### src/fdr_pkg.sv
/*
 * fdr_pkg: shared constants for the floppy controller tape, status and rate register slice.
 * Assumes a 40 MHz system clock and an AHB-Lite register bus with 32-bit data.
 */
package fdr_pkg;
   // ------------------------------------------------------------------
   // register indices (byte address is four times the index)
   // ------------------------------------------------------------------
   localparam logic [2:0] IDX_TAPE_MEDIA = 3'h3;
   localparam logic [2:0] IDX_STATUS_RATE = 3'h4;
   localparam logic [2:0] IDX_CONFIG_RATE = 3'h7;
   localparam int unsigned ADDR_LSB = 2;
   localparam int unsigned IDX_W = 3;

   // ------------------------------------------------------------------
   // field positions
   // ------------------------------------------------------------------
   localparam int unsigned TSEL_LSB = 0;
   localparam int unsigned DMAP_LSB = 2;
   localparam int unsigned MSEN_LSB = 6;
   localparam int unsigned RATE_LSB = 0;
   localparam int unsigned PRE_LSB = 2;
   localparam int unsigned MANUAL_POWER_DOWN_BIT = 6;
   localparam int unsigned SELF_CLEARING_SOFT_RESET_BIT = 7;

   // ------------------------------------------------------------------
   // reset values and encodings
   // ------------------------------------------------------------------
   localparam logic [1:0] RATE_RST = 2'h2;
   localparam logic [2:0] PRE_RST = 3'h0;
   localparam logic [1:0] TSEL_RST = 2'h0;
   localparam logic [1:0] DMAP_RST = 2'h0;
   localparam logic [7:0] PRECOMP_TRACK_RST = 8'h00;
   localparam logic [7:0] STATUS_IDLE = 8'h00;
   localparam logic [7:0] TAPE_UNDRIVEN_COMPAT = 8'hFC;
   localparam logic [1:0] RATE_500K = 2'h0;
   localparam logic [1:0] RATE_300K = 2'h1;
   localparam logic [1:0] RATE_250K = 2'h2;
   localparam logic [1:0] RATE_1M = 2'h3;

   // precompensation delays in tenths of a nanosecond
   localparam logic [11:0] PRE_DEF_SLOW = 12'h4E2;   // 125.0
   localparam logic [11:0] PRE_DEF_FAST = 12'h1A1;   // 41.7
   localparam logic [11:0] PRE_41_7 = 12'h1A1;
   localparam logic [11:0] PRE_83_3 = 12'h341;
   localparam logic [11:0] PRE_125_0 = 12'h4E2;
   localparam logic [11:0] PRE_66_7 = 12'h29B;
   localparam logic [11:0] PRE_208_3 = 12'h823;
   localparam logic [11:0] PRE_250_0 = 12'h9C4;
   localparam logic [11:0] PRE_0_0 = 12'h000;

   // ------------------------------------------------------------------
   // timing
   // ------------------------------------------------------------------
   localparam int unsigned CLK_PERIOD_PS = 25000;
   localparam int unsigned INIT_MAX_PS = 2500000;
   // longest time: rounded down
   localparam int unsigned INIT_CYCLES = INIT_MAX_PS / CLK_PERIOD_PS;
   localparam int unsigned INIT_CNT_W = 7;
endpackage

### src/fdr_regs.sv
/*
 * fdr_regs: tape/media/drive-map register, main handshake status and
 * rate/precompensation/power register of a floppy controller, as an AHB-Lite slave.
 * Assumes the command engine gives byte and command events as one-cycle pulses,
 * and the configuration register gives layout mode and drive-map enable as levels.
 */
// Added by the designer: the AHB-Lite interface to the registers and the placing of the registers.
`timescale 1ns/1ps
module fdr_regs (
   // clock and reset
   input wire logic i_clk,
   input wire logic i_rst_n,
   // AHB-Lite slave
   input wire logic i_hsel,
   input wire logic [31:0] i_haddr,
   input wire logic [1:0] i_htrans,
   input wire logic i_hwrite,
   input wire logic [2:0] i_hsize,
   input wire logic [31:0] i_hwdata,
   input wire logic i_hready,
   output logic [31:0] o_hrdata,
   output logic o_hreadyout,
   output logic o_hresp,
   output logic [7:0] o_rd_undriven,
   // configuration levels
   input wire logic i_enhanced_mode,
   input wire logic i_drive_map_en,
   input wire logic i_dor_run,
   // command engine events and state
   input wire logic i_data_xfer,
   input wire logic i_core_ready,
   input wire logic i_dir_to_host,
   input wire logic i_non_dma_exec,
   input wire logic i_irq,
   input wire logic i_first_cmd_byte,
   input wire logic i_last_cmd_no_result,
   input wire logic i_last_result_read,
   input wire logic i_seek_issued,
   input wire logic [1:0] i_seek_drive,
   input wire logic i_sense_first_result,
   input wire logic [1:0] i_sense_drive,
   input wire logic i_cfg_track_wr,
   input wire logic [7:0] i_cfg_track,
   // drive pins
   input wire logic i_media_sense_hi,
   input wire logic i_media_sense_lo,
   input wire logic [3:0] i_log_drive_sel,
   input wire logic [3:0] i_log_motor,
   output logic o_phys_drive_sel_0,
   output logic o_phys_drive_sel_1,
   output logic o_phys_motor_0,
   output logic o_phys_motor_1,
   // controller control outputs
   output logic o_core_reset,
   output logic o_manual_power_down,
   output logic [3:0] o_tape_drive,
   output logic [1:0] o_data_rate,
   output logic [2:0] o_precomp_sel,
   output logic [11:0] o_precomp_delay,
   output logic [7:0] o_precomp_track
);

   // ------------------------------------------------------------------
   // functions
   // ------------------------------------------------------------------
   function automatic logic [3:0] fdr_onehot(input logic [1:0] idx);
      fdr_onehot = 4'h1 << idx;
   endfunction

   function automatic logic [11:0] fdr_precomp(input logic [2:0] sel, input logic [1:0] rate);
      unique case (sel)
         3'h0: fdr_precomp = (rate == fdr_pkg::RATE_1M) ?
                             fdr_pkg::PRE_DEF_FAST : fdr_pkg::PRE_DEF_SLOW;
         3'h1: fdr_precomp = fdr_pkg::PRE_41_7;
         3'h2: fdr_precomp = fdr_pkg::PRE_83_3;
         3'h3: fdr_precomp = fdr_pkg::PRE_125_0;
         3'h4: fdr_precomp = fdr_pkg::PRE_66_7;
         3'h5: fdr_precomp = fdr_pkg::PRE_208_3;
         3'h6: fdr_precomp = fdr_pkg::PRE_250_0;
         3'h7: fdr_precomp = fdr_pkg::PRE_0_0;
      endcase
   endfunction

   // ------------------------------------------------------------------
   // bus address phase capture
   // ------------------------------------------------------------------
   logic wr_pend_q;
   logic [2:0] wr_idx_q;
   logic addr_ok;
   logic [2:0] addr_idx;
   logic rd_take;
   logic wr_tape;
   logic wr_rate;
   logic wr_cfg;
   logic [7:0] wbyte;

   // bits above the index and the two low address bits must be zero; unmapped reads give zero, writes drop
   assign addr_ok = i_hsel && i_htrans[1] && i_hready;
   assign addr_idx = i_haddr[fdr_pkg::ADDR_LSB +: fdr_pkg::IDX_W];
   assign rd_take = addr_ok && !i_hwrite;
   assign wbyte = i_hwdata[7:0];
   assign wr_tape = wr_pend_q && (wr_idx_q == fdr_pkg::IDX_TAPE_MEDIA);
   assign wr_rate = wr_pend_q && (wr_idx_q == fdr_pkg::IDX_STATUS_RATE);
   assign wr_cfg = wr_pend_q && (wr_idx_q == fdr_pkg::IDX_CONFIG_RATE);

   always_ff @(posedge i_clk) begin
      if (!i_rst_n) begin
         wr_pend_q <= 1'b0;
         wr_idx_q <= 3'h0;
      end else begin
         wr_pend_q <= addr_ok && i_hwrite && (i_haddr[31:5] == 27'h0) &&
                      (i_haddr[1:0] == 2'h0);
         wr_idx_q <= addr_idx;
      end
   end

   // zero wait states: status is readable at any moment with no delay
   assign o_hreadyout = 1'b1;
   assign o_hresp = 1'b0;

   // ------------------------------------------------------------------
   // rate, precompensation and power register
   // ------------------------------------------------------------------
   logic [1:0] rate_q;
   logic [2:0] pre_q;
   logic manual_power_down_q;
   logic self_clearing_soft_reset_q;
   logic soft_reset;

   // soft reset does not touch these fields; only the hardware reset does
   always_ff @(posedge i_clk) begin
      if (!i_rst_n) begin
         rate_q <= fdr_pkg::RATE_RST;
         pre_q <= fdr_pkg::PRE_RST;
      end else if (wr_rate) begin
         rate_q <= wbyte[fdr_pkg::RATE_LSB +: 2];
         pre_q <= wbyte[fdr_pkg::PRE_LSB +: 3];
      end else if (wr_cfg) begin
         rate_q <= wbyte[fdr_pkg::RATE_LSB +: 2];
      end
   end

   // self-clearing reset request, one cycle wide
   always_ff @(posedge i_clk) begin
      if (!i_rst_n) begin
         self_clearing_soft_reset_q <= 1'b0;
      end else begin
         self_clearing_soft_reset_q <= wr_rate && wbyte[fdr_pkg::SELF_CLEARING_SOFT_RESET_BIT];
      end
   end

   assign soft_reset = self_clearing_soft_reset_q || !i_dor_run;

   // power down sticks until a hardware or soft reset
   always_ff @(posedge i_clk) begin
      if (!i_rst_n) begin
         manual_power_down_q <= 1'b0;
      end else if (soft_reset) begin
         manual_power_down_q <= 1'b0;
      end else if (wr_rate && wbyte[fdr_pkg::MANUAL_POWER_DOWN_BIT]) begin
         manual_power_down_q <= 1'b1;
      end
   end

   // ------------------------------------------------------------------
   // core reset and initialisation timer
   // ------------------------------------------------------------------
   logic core_rst_q;
   logic [fdr_pkg::INIT_CNT_W-1:0] init_cnt_q;
   logic init_done_q;
   logic init_done_prev_q;

   always_ff @(posedge i_clk) begin
      if (!i_rst_n) begin
         core_rst_q <= 1'b1;
      end else begin
         core_rst_q <= soft_reset || manual_power_down_q || (wr_rate && wbyte[fdr_pkg::MANUAL_POWER_DOWN_BIT]);
      end
   end

   // init runs after any reset or power-down recovery; kept at its worst-case length
   always_ff @(posedge i_clk) begin
      if (!i_rst_n || core_rst_q) begin
         init_cnt_q <= '0;
         init_done_q <= 1'b0;
      end else if (!init_done_q) begin
         if (init_cnt_q == fdr_pkg::INIT_CNT_W'(fdr_pkg::INIT_CYCLES - 1)) begin
            init_done_q <= 1'b1;
         end else begin
            init_cnt_q <= init_cnt_q + 1'b1;
         end
      end
   end

   always_ff @(posedge i_clk) begin
      if (!i_rst_n) begin
         init_done_prev_q <= 1'b0;
      end else begin
         init_done_prev_q <= init_done_q;
      end
   end

   // ------------------------------------------------------------------
   // main handshake status
   // ------------------------------------------------------------------
   logic host_req_q;
   logic cmd_busy_q;
   logic [3:0] drv_busy_q;
   logic [7:0] status_val;

   always_ff @(posedge i_clk) begin
      if (!i_rst_n || core_rst_q) begin
         host_req_q <= 1'b0;
      end else if (init_done_q && !init_done_prev_q) begin
         host_req_q <= 1'b1;
      end else if (i_non_dma_exec) begin
         host_req_q <= i_irq;
      end else if (i_data_xfer) begin
         host_req_q <= 1'b0;
      end else if (i_core_ready) begin
         host_req_q <= 1'b1;
      end
   end

   // set wins over clear when both arrive together
   always_ff @(posedge i_clk) begin
      if (!i_rst_n || core_rst_q) begin
         cmd_busy_q <= 1'b0;
      end else if (i_first_cmd_byte) begin
         cmd_busy_q <= 1'b1;
      end else if (i_last_result_read || i_last_cmd_no_result) begin
         cmd_busy_q <= 1'b0;
      end
   end

   genvar gd;
   generate
      for (gd = 0; gd < 4; gd++) begin : g_drv
         always_ff @(posedge i_clk) begin
            if (!i_rst_n || core_rst_q) begin
               drv_busy_q[gd] <= 1'b0;
            end else if (i_seek_issued && (i_seek_drive == 2'(gd))) begin
               drv_busy_q[gd] <= 1'b1;
            end else if (i_sense_first_result && (i_sense_drive == 2'(gd))) begin
               drv_busy_q[gd] <= 1'b0;
            end
         end
      end
   endgenerate

   always_comb begin
      if (!init_done_q) begin
         status_val = fdr_pkg::STATUS_IDLE;
      end else begin
         status_val = {host_req_q,
                       i_dir_to_host && !core_rst_q,
                       i_non_dma_exec && !core_rst_q,
                       cmd_busy_q, drv_busy_q};
      end
   end

   // ------------------------------------------------------------------
   // tape, media and drive map register
   // ------------------------------------------------------------------
   logic [1:0] tsel_q;
   logic [1:0] dmap_q;
   logic [7:0] tape_val;
   logic [7:0] tape_undriven;

   // tape select survives soft reset; only the hardware reset clears it
   always_ff @(posedge i_clk) begin
      if (!i_rst_n) begin
         tsel_q <= fdr_pkg::TSEL_RST;
         dmap_q <= fdr_pkg::DMAP_RST;
      end else if (wr_tape) begin
         tsel_q <= wbyte[fdr_pkg::TSEL_LSB +: 2];
         if (i_enhanced_mode) begin
            dmap_q <= wbyte[fdr_pkg::DMAP_LSB +: 2];
         end
      end
   end

   always_comb begin
      if (i_enhanced_mode) begin
         tape_val = {i_media_sense_hi, i_media_sense_lo,
                     2'h0,
                     dmap_q, tsel_q};
         tape_undriven = 8'h00;
      end else begin
         tape_val = {6'h00, tsel_q};
         tape_undriven = fdr_pkg::TAPE_UNDRIVEN_COMPAT;
      end
   end

   // drive 0 can never be the tape drive
   assign o_tape_drive = (tsel_q == 2'h0) ? 4'h0 : fdr_onehot(tsel_q);

   // ------------------------------------------------------------------
   // read data, registered in the address phase
   // ------------------------------------------------------------------
   logic [7:0] rd_q;
   logic [7:0] undriven_q;

   always_ff @(posedge i_clk) begin
      if (!i_rst_n) begin
         rd_q <= 8'h00;
         undriven_q <= 8'h00;
      end else if (rd_take) begin
         rd_q <= 8'h00;
         undriven_q <= 8'h00;
         if (i_haddr[31:5] == 27'h0 && i_haddr[1:0] == 2'h0) begin
            if (addr_idx == fdr_pkg::IDX_TAPE_MEDIA) begin
               rd_q <= tape_val;
               undriven_q <= tape_undriven;
            end else if (addr_idx == fdr_pkg::IDX_STATUS_RATE) begin
               rd_q <= status_val;
            end
         end
      end
   end

   assign o_hrdata = {24'h0, rd_q};
   assign o_rd_undriven = undriven_q;

   // ------------------------------------------------------------------
   // physical drive pin mapping
   // ------------------------------------------------------------------
   logic [1:0] map_code;

   assign map_code = i_drive_map_en ? dmap_q : 2'h0;

   always_ff @(posedge i_clk) begin
      if (!i_rst_n) begin
         o_phys_drive_sel_0 <= 1'b0;
         o_phys_drive_sel_1 <= 1'b0;
         o_phys_motor_0 <= 1'b0;
         o_phys_motor_1 <= 1'b0;
      end else begin
         unique case (map_code)
            2'h0: begin
               o_phys_drive_sel_0 <= i_log_drive_sel[0];
               o_phys_drive_sel_1 <= i_log_drive_sel[1];
               o_phys_motor_0 <= i_log_motor[0];
               o_phys_motor_1 <= i_log_motor[1];
            end
            2'h1: begin
               o_phys_drive_sel_0 <= i_log_drive_sel[1];
               o_phys_drive_sel_1 <= i_log_drive_sel[0];
               o_phys_motor_0 <= i_log_motor[1];
               o_phys_motor_1 <= i_log_motor[0];
            end
            2'h2, 2'h3: begin
               o_phys_drive_sel_0 <= i_log_drive_sel[map_code];
               o_phys_drive_sel_1 <= i_log_drive_sel[1];
               o_phys_motor_0 <= i_log_motor[map_code];
               o_phys_motor_1 <= i_log_motor[1];
            end
         endcase
      end
   end

   // ------------------------------------------------------------------
   // precompensation track and outputs
   // ------------------------------------------------------------------
   logic [7:0] pre_track_q;

   always_ff @(posedge i_clk) begin
      if (!i_rst_n) begin
         pre_track_q <= fdr_pkg::PRECOMP_TRACK_RST;
      end else if (i_cfg_track_wr) begin
         pre_track_q <= i_cfg_track;
      end
   end

   assign o_precomp_track = pre_track_q;
   assign o_core_reset = core_rst_q;
   assign o_manual_power_down = manual_power_down_q;
   assign o_data_rate = rate_q;
   assign o_precomp_sel = pre_q;
   assign o_precomp_delay = fdr_precomp(pre_q, rate_q);

endmodule // fdr_regs

### config.mk
export PLATFORM = sky130hd
export DESIGN_NAME = fdr_regs
export DESIGN_NICKNAME = d
export VERILOG_FILES = /design/src/fdr_pkg.sv /design/src/fdr_regs.sv
export SDC_FILE = /design/constraint.sdc
export NUM_CORES = 1
export LEC_CHECK = 0
export ABC_CLOCK_PERIOD_IN_PS = 2370
export BUFFER_PORTS_ARGS = -buffer_cell sky130_fd_sc_hd__buf_2
export CAP_MARGIN = 20
export CORE_ASPECT_RATIO = 2
export CORE_MARGIN = 2
export CORE_UTILIZATION = 45
export CTS_BUF_LIST = sky130_fd_sc_hd__clkbuf_4
export DETAILED_ROUTE_END_ITERATION = 16
export PLACE_DENSITY = 0.87
export SETUP_SLACK_MARGIN = 0.2
export SYNTH_ARGS = -nofsm -noshare
export SYNTH_HDL_FRONTEND = slang
export SYNTH_SLANG_ARGS = --single-unit
### constraint.sdc
create_clock -name i_clk -period 2.37 [get_ports i_clk]
set_input_delay 0.711 -clock i_clk [delete_from_list [all_inputs] [get_ports i_clk]]
set_output_delay 0.711 -clock i_clk [all_outputs]
set_load 0.01 [all_outputs]
; Yosys cells after proc, flatten, opt, wreduce, memory -nomap -nowiden
; Index checks and enable logic that the tools add are counted.
[op_classes]
shift = 1
eq_ne = 23
mux = 38
bitwise_logic = 3
reduce_logical = 52
add_sub_neg = 1
n_lt_le_gt_ge = 1
[op_table]
columns = op, count
row1 = one-hot mux 12 bit (8 select lines), 1
row2 = 2-to-1 mux 8 bit, 8
row3 = logical NOT 27 bit, 1
row4 = logical AND 1 bit, 23
row5 = == test 3 bit (second input constant), 7
row6 = 2-to-1 mux 1 bit, 18
row7 = == test 2 bit (second input constant), 7
row8 = == test 3 x 2 -> 1 bit (second input constant), 4
row9 = nonzero test 2 bit, 6
row10 = 2-to-1 mux 11 bit, 1
row11 = logical NOT 2 bit, 5
row12 = adder 7 x 1 -> 7 bit (second input constant), 1
row13 = == test 7 bit (second input constant), 1
row14 = == test 2 x 1 -> 1 bit (second input constant), 3
row15 = 2-to-1 mux 2 bit, 3
row16 = one-hot mux 1 bit (3 select lines), 2
row17 = logical NOT 1 bit, 5
row18 = logical OR 1 bit, 5
row19 = binary-select mux 1 bit (select 2 bit), 2
row20 = 2-to-1 mux 4 bit, 1
row21 = one-hot mux 1 bit (2 select lines), 2
row22 = AND reduction 2 bit, 2
row23 = nonzero test 4 bit, 1
row24 = OR reduction 2 bit, 2
row25 = other kinds (6), 8
[word_totals]
input_bits = 110
output_inout_bits = 77
regBits = 59

; Logic depth before layout (Yosys ltp)
[logic_depth]
depth_word = 6
mapped_depth = 5

; Worst setup path after synthesis
; OpenSTA, ideal clock, no wires.
[synth_timing]
path_type = reg-to-output
start = reg pre_q[2], in the netlist o_precomp_sel[2]
end = out o_precomp_delay[4]
stages_incl_launch_ff = 5
setup_slack_ns = 0.355
n_path_buf = 2
t_arrival_ns = 1.304
path_cell_list = dfxtp_1 clkbuf_1 inv_1 nor3_1 buf_4
[synth_between]
elab_chain_len = 2
elab_cells_between_ends = 9
cone_classes = 7 x eq/ne / 1 x mux / 1 x reduce/logical
[synth_rtl]
columns = item, line
row1 = from (decl), fdr_regs.sv:125  ; logic [2:0] pre_q;
row2 = from (signal assigned), fdr_regs.sv:134  ; pre_q <= fdr_pkg::PRE_RST;
row3 = from (signal assigned), fdr_regs.sv:137  ; pre_q <= wbyte[fdr_pkg::PRE_LSB +: 3];
row4 = "== test 3 bit, or another cell as far along", fdr_regs.sv:71  ; unique case (sel)
row5 = one-hot mux 12 bit (8 select lines) *, fdr_regs.sv:71
row6 = to (decl), fdr_regs.sv:59  ; output logic [11:0] o_precomp_delay,
; Every way passes the cells marked *; elsewhere a longest branch is shown, timed or not.

; Worst setup path after layout
[layout_timing]
start = reg pre_q[0], in the netlist o_precomp_sel[0]
end = out o_precomp_delay[1]
; The elaborated chain is that of the path after synthesis.

==> results.md <==
* Total Power at 1460 uW
* DR WL met2 at 3500 um
* Area after DPL at 3150 um2
* Fin crit period at 2100 ps
* Largest net degree at the start of global routing at 30
* Rows at 39
* CTS tree: yes
* Layout Skew at 11.9 ps
* Die width at 57.9 um
* Pwr per Cell Area at 445 nW/um2
* Detailed placement HPWL at 4890 um
* Total Neg Setup Slack at 0 ps
* Hold_buf cts at 0
* I/O pin total at 187
* Setup CP Type: reg2out
* Post-synth cell types at 45
* DRT iter0 DRCs at 108
* Core area at 5660 um2
* Wire length on met3 at 345 um
* Vias in the first global route at 2285
* Antenna violations before repair at 0
* Worst Tran Pin Value at 553 ps
* Slew Limit Fails at 0
* Number of routed nets with antenna violations at 0
* Fmax at 0.475 GHz
* Maximum VDD drop at 522 uV
* Cell taking the most area after synthesis: dfxtp_1
* CTS Root Cell: clkbuf_4
* Seq/Total Area, Yosys at 39.9%
* Inserted Clock Buffers at 5
* Yosys top cell area share at 39.9%
* Status: completed
* Static Leak at 0.00158 uW
* Overall Global Routing Usage at 19.1%
* EDFF count, synth at 0
* Final Hold Vio Count at 0
* Highest Signal Layer: met4
* Drt wl/cell at 12.7 um
* Startpoint Class: flop
* DR vias at 2448
* P&R area growth vs syn at 26.0%
* Clk_lat worst skew at 360 ps
* Final period utilization at 88.8%
* CTS max path bufs at 2
* Synth Instances at 294
* Gr ovfl total at 0
* DRT Pass-1 Iters at 4
* Initial Util at 46.1%
* Wl on met1 at 2200 um
* CP Data Arrival Time at 1390 ps
* H-tree lvl count at 2
* Final nets at 532
* DRC at 0
* Asr flop ratio synth at 0%
* Class of the worst hold path: reg2reg
* Synth cell count leaders: 52 x dfxtp_1, 35 x buf_4, 23 x nor2_1, 21 x nand2_1, 21 x nor2b_1
* Wirelength, routed at 6130 um
* Avg Vias per Cell at 5.08
* Top FF cell, synth: dfxtp_1
* Yosys warns at 0
* N_diodes at 0
* Port Buf Inserts at 128
* Clk slew on worst S/H paths at 150 ps
* Most frequent cell after synthesis: dfxtp_1
* First-pass GRT wire length at 9860 um
* Final setup violation count at 0
* GPL Wtd Cong at 0.821
* Top post-synthesis cells by area: dfxtp_1 40%, buf_4 10%, mux2i_1 6.5%
* Seq cells post-synth at 52
* Final Cell Area at 3290 um2
* Worst-path maximum fanout at 3
* Max cap viols at 0
* Relative max-transition margin at 63.1%
* Crit path capture type: output port
* Die area at 6470 um2
* Height of the die at 112 um
* Syn_area_per_cell at 8.88 um2
* Clock Sinks at 52
* Synthesized area at 2610 um2
* Crit path required time at 1660 ps
* Fraction of layout cells with a size suffix above 1 at 38.2%
* RSZ-0062 raised after global routing: yes
cell usage in the layout (no fill, tap or decap), types with 3 or more instances in the layout:
cell / Yosys / routed
buf_2: 0 / 128
dfxtp_1: 52 / 48
conb_1: 2 / 29
nor2_1: 23 / 23
nor2b_1: 21 / 21
nand2_1: 21 / 21
mux2i_1: 17 / 17
a21oi_1: 13 / 12
nor3_1: 7 / 7
nand3_1: 7 / 7
a22oi_1: 7 / 7
buf_4: 35 / 7
o21ai_0: 6 / 6
and2_1: 6 / 6
o21ai_1: 6 / 6
nand2b_1: 5 / 5
xor2_1: 5 / 5
clkbuf_4: 0 / 5
inv_1: 4 / 4
nand4_1: 4 / 4
a21boi_0: 4 / 4
xnor2_1: 3 / 3
nor4_2: 3 / 3
nor4_1: 3 / 3
a32o_1: 3 / 3
dfxtp_4: 0 / 3
worst max-delay path, stage by stage (launching register included):
cell,delay (ps)
dfxtp_4,390
a211o_1,280
a21oi_2,140
nand2b_1,110
buf_2,120
metrics by stage:
stage          util (%)  setup WS [ps]  cells  hold WS, ps
4_1_cts            57.2            197    478          436
2_1_floorplan         -            355    321          399
6_report           58.1            267    482          440
3_5_place_dp       55.6            395    468          417
5_1_grt            58.1            174    482          451
3_3_place_gp       55.6            443    468          405
metal layers:
layer,vias up,global-route usage (%)
met4,0,7.13
met1,1130,19.2
met5,-,0
met3,9,3.14
met2,106,36.9
li1,1203,-
logic make-up (layout without fill, tap and decap cells):
| group | after synthesis | after routing | share of synthesized area, % |
|---|---|---|---|
| DFF | 52 | 52 | 39.9 |
| and+or+nand+nor | 115 | 115 | 24.8 |
| other | 2 | 29 | 0.288 |
| adders and majority gates | 2 | 2 | 0.958 |
| buffers and inverters | 48 | 148 | 11.9 |
| AOI/OAI and AO/OA | 48 | 48 | 12.1 |
| xor gates and xnor gates | 8 | 8 | 2.68 |
| muxes | 19 | 19 | 7.38 |
sequential cells by signal (all words and copies together) (netlist names):
| name | cells |
|---|---|
| cmd_busy_q | 1 |
| dmap_q | 2 |
| drv_busy_q | 4 |
| host_req_q | 1 |
| init_cnt_q | 7 |
| init_done_prev_q | 1 |
| init_done_q | 1 |
| o_core_reset | 1 |
| o_data_rate | 2 |
| o_manual_power_down | 1 |
| o_phys_drive_sel_0 | 1 |
| o_phys_drive_sel_1 | 1 |
| o_phys_motor_0 | 1 |
| o_phys_motor_1 | 1 |
| o_precomp_sel | 3 |
| o_precomp_track | 8 |
| o_rd_undriven | 1 |
| rd_q | 8 |
| self_clearing_soft_reset_q | 1 |
| tsel_q | 2 |
| wr_idx_q | 3 |
| wr_pend_q | 1 |
report_power, final:
part / switching, uW / internal, uW / total, uW
sequential: 10.2 / 889 / 899
clock: 268 / 115 / 383
combinational: 93.9 / 86.2 / 180
path summary, 6_finish.rpt:
kind	start	endpoint	cells after the start	slack (ps)
hold reg to reg	self_clearing_soft_reset_q$_SDFF_PN0_	o_manual_power_down$_SDFFE_PP0P_	1	440
hold / removal	self_clearing_soft_reset_q$_SDFF_PN0_	o_manual_power_down$_SDFFE_PP0P_	1	440
setup / recovery	o_precomp_sel[0]$_SDFFE_PN0P_	o_precomp_delay[1]	4	270
setup reg to reg	init_done_q$_SDFF_PP0_	rd_q[6]$_SDFFE_PN0P_	4	950
area by class of cell:
| type | instances | area, um2 |
|---|---|---|
| fill | 525 | 2370 |
| sequential | 52 | 1050 |
| multi-input combinational | 221 | 1380 |
| inverter | 4 | 15.0 |
| tap | 61 | 76.3 |
| timing repair buffer | 136 | 713 |
| clock inverter | 3 | 17.5 |
| clock buffer | 5 | 37.5 |
timing repair:
item	CTS	global route
endpoints found under the setup margin	5	3
pin swaps	0	1
setup buffers	2	4
endpoints found under the hold margin	0	0
resized for setup	4	5
Power figures use the tool's default switching activity.
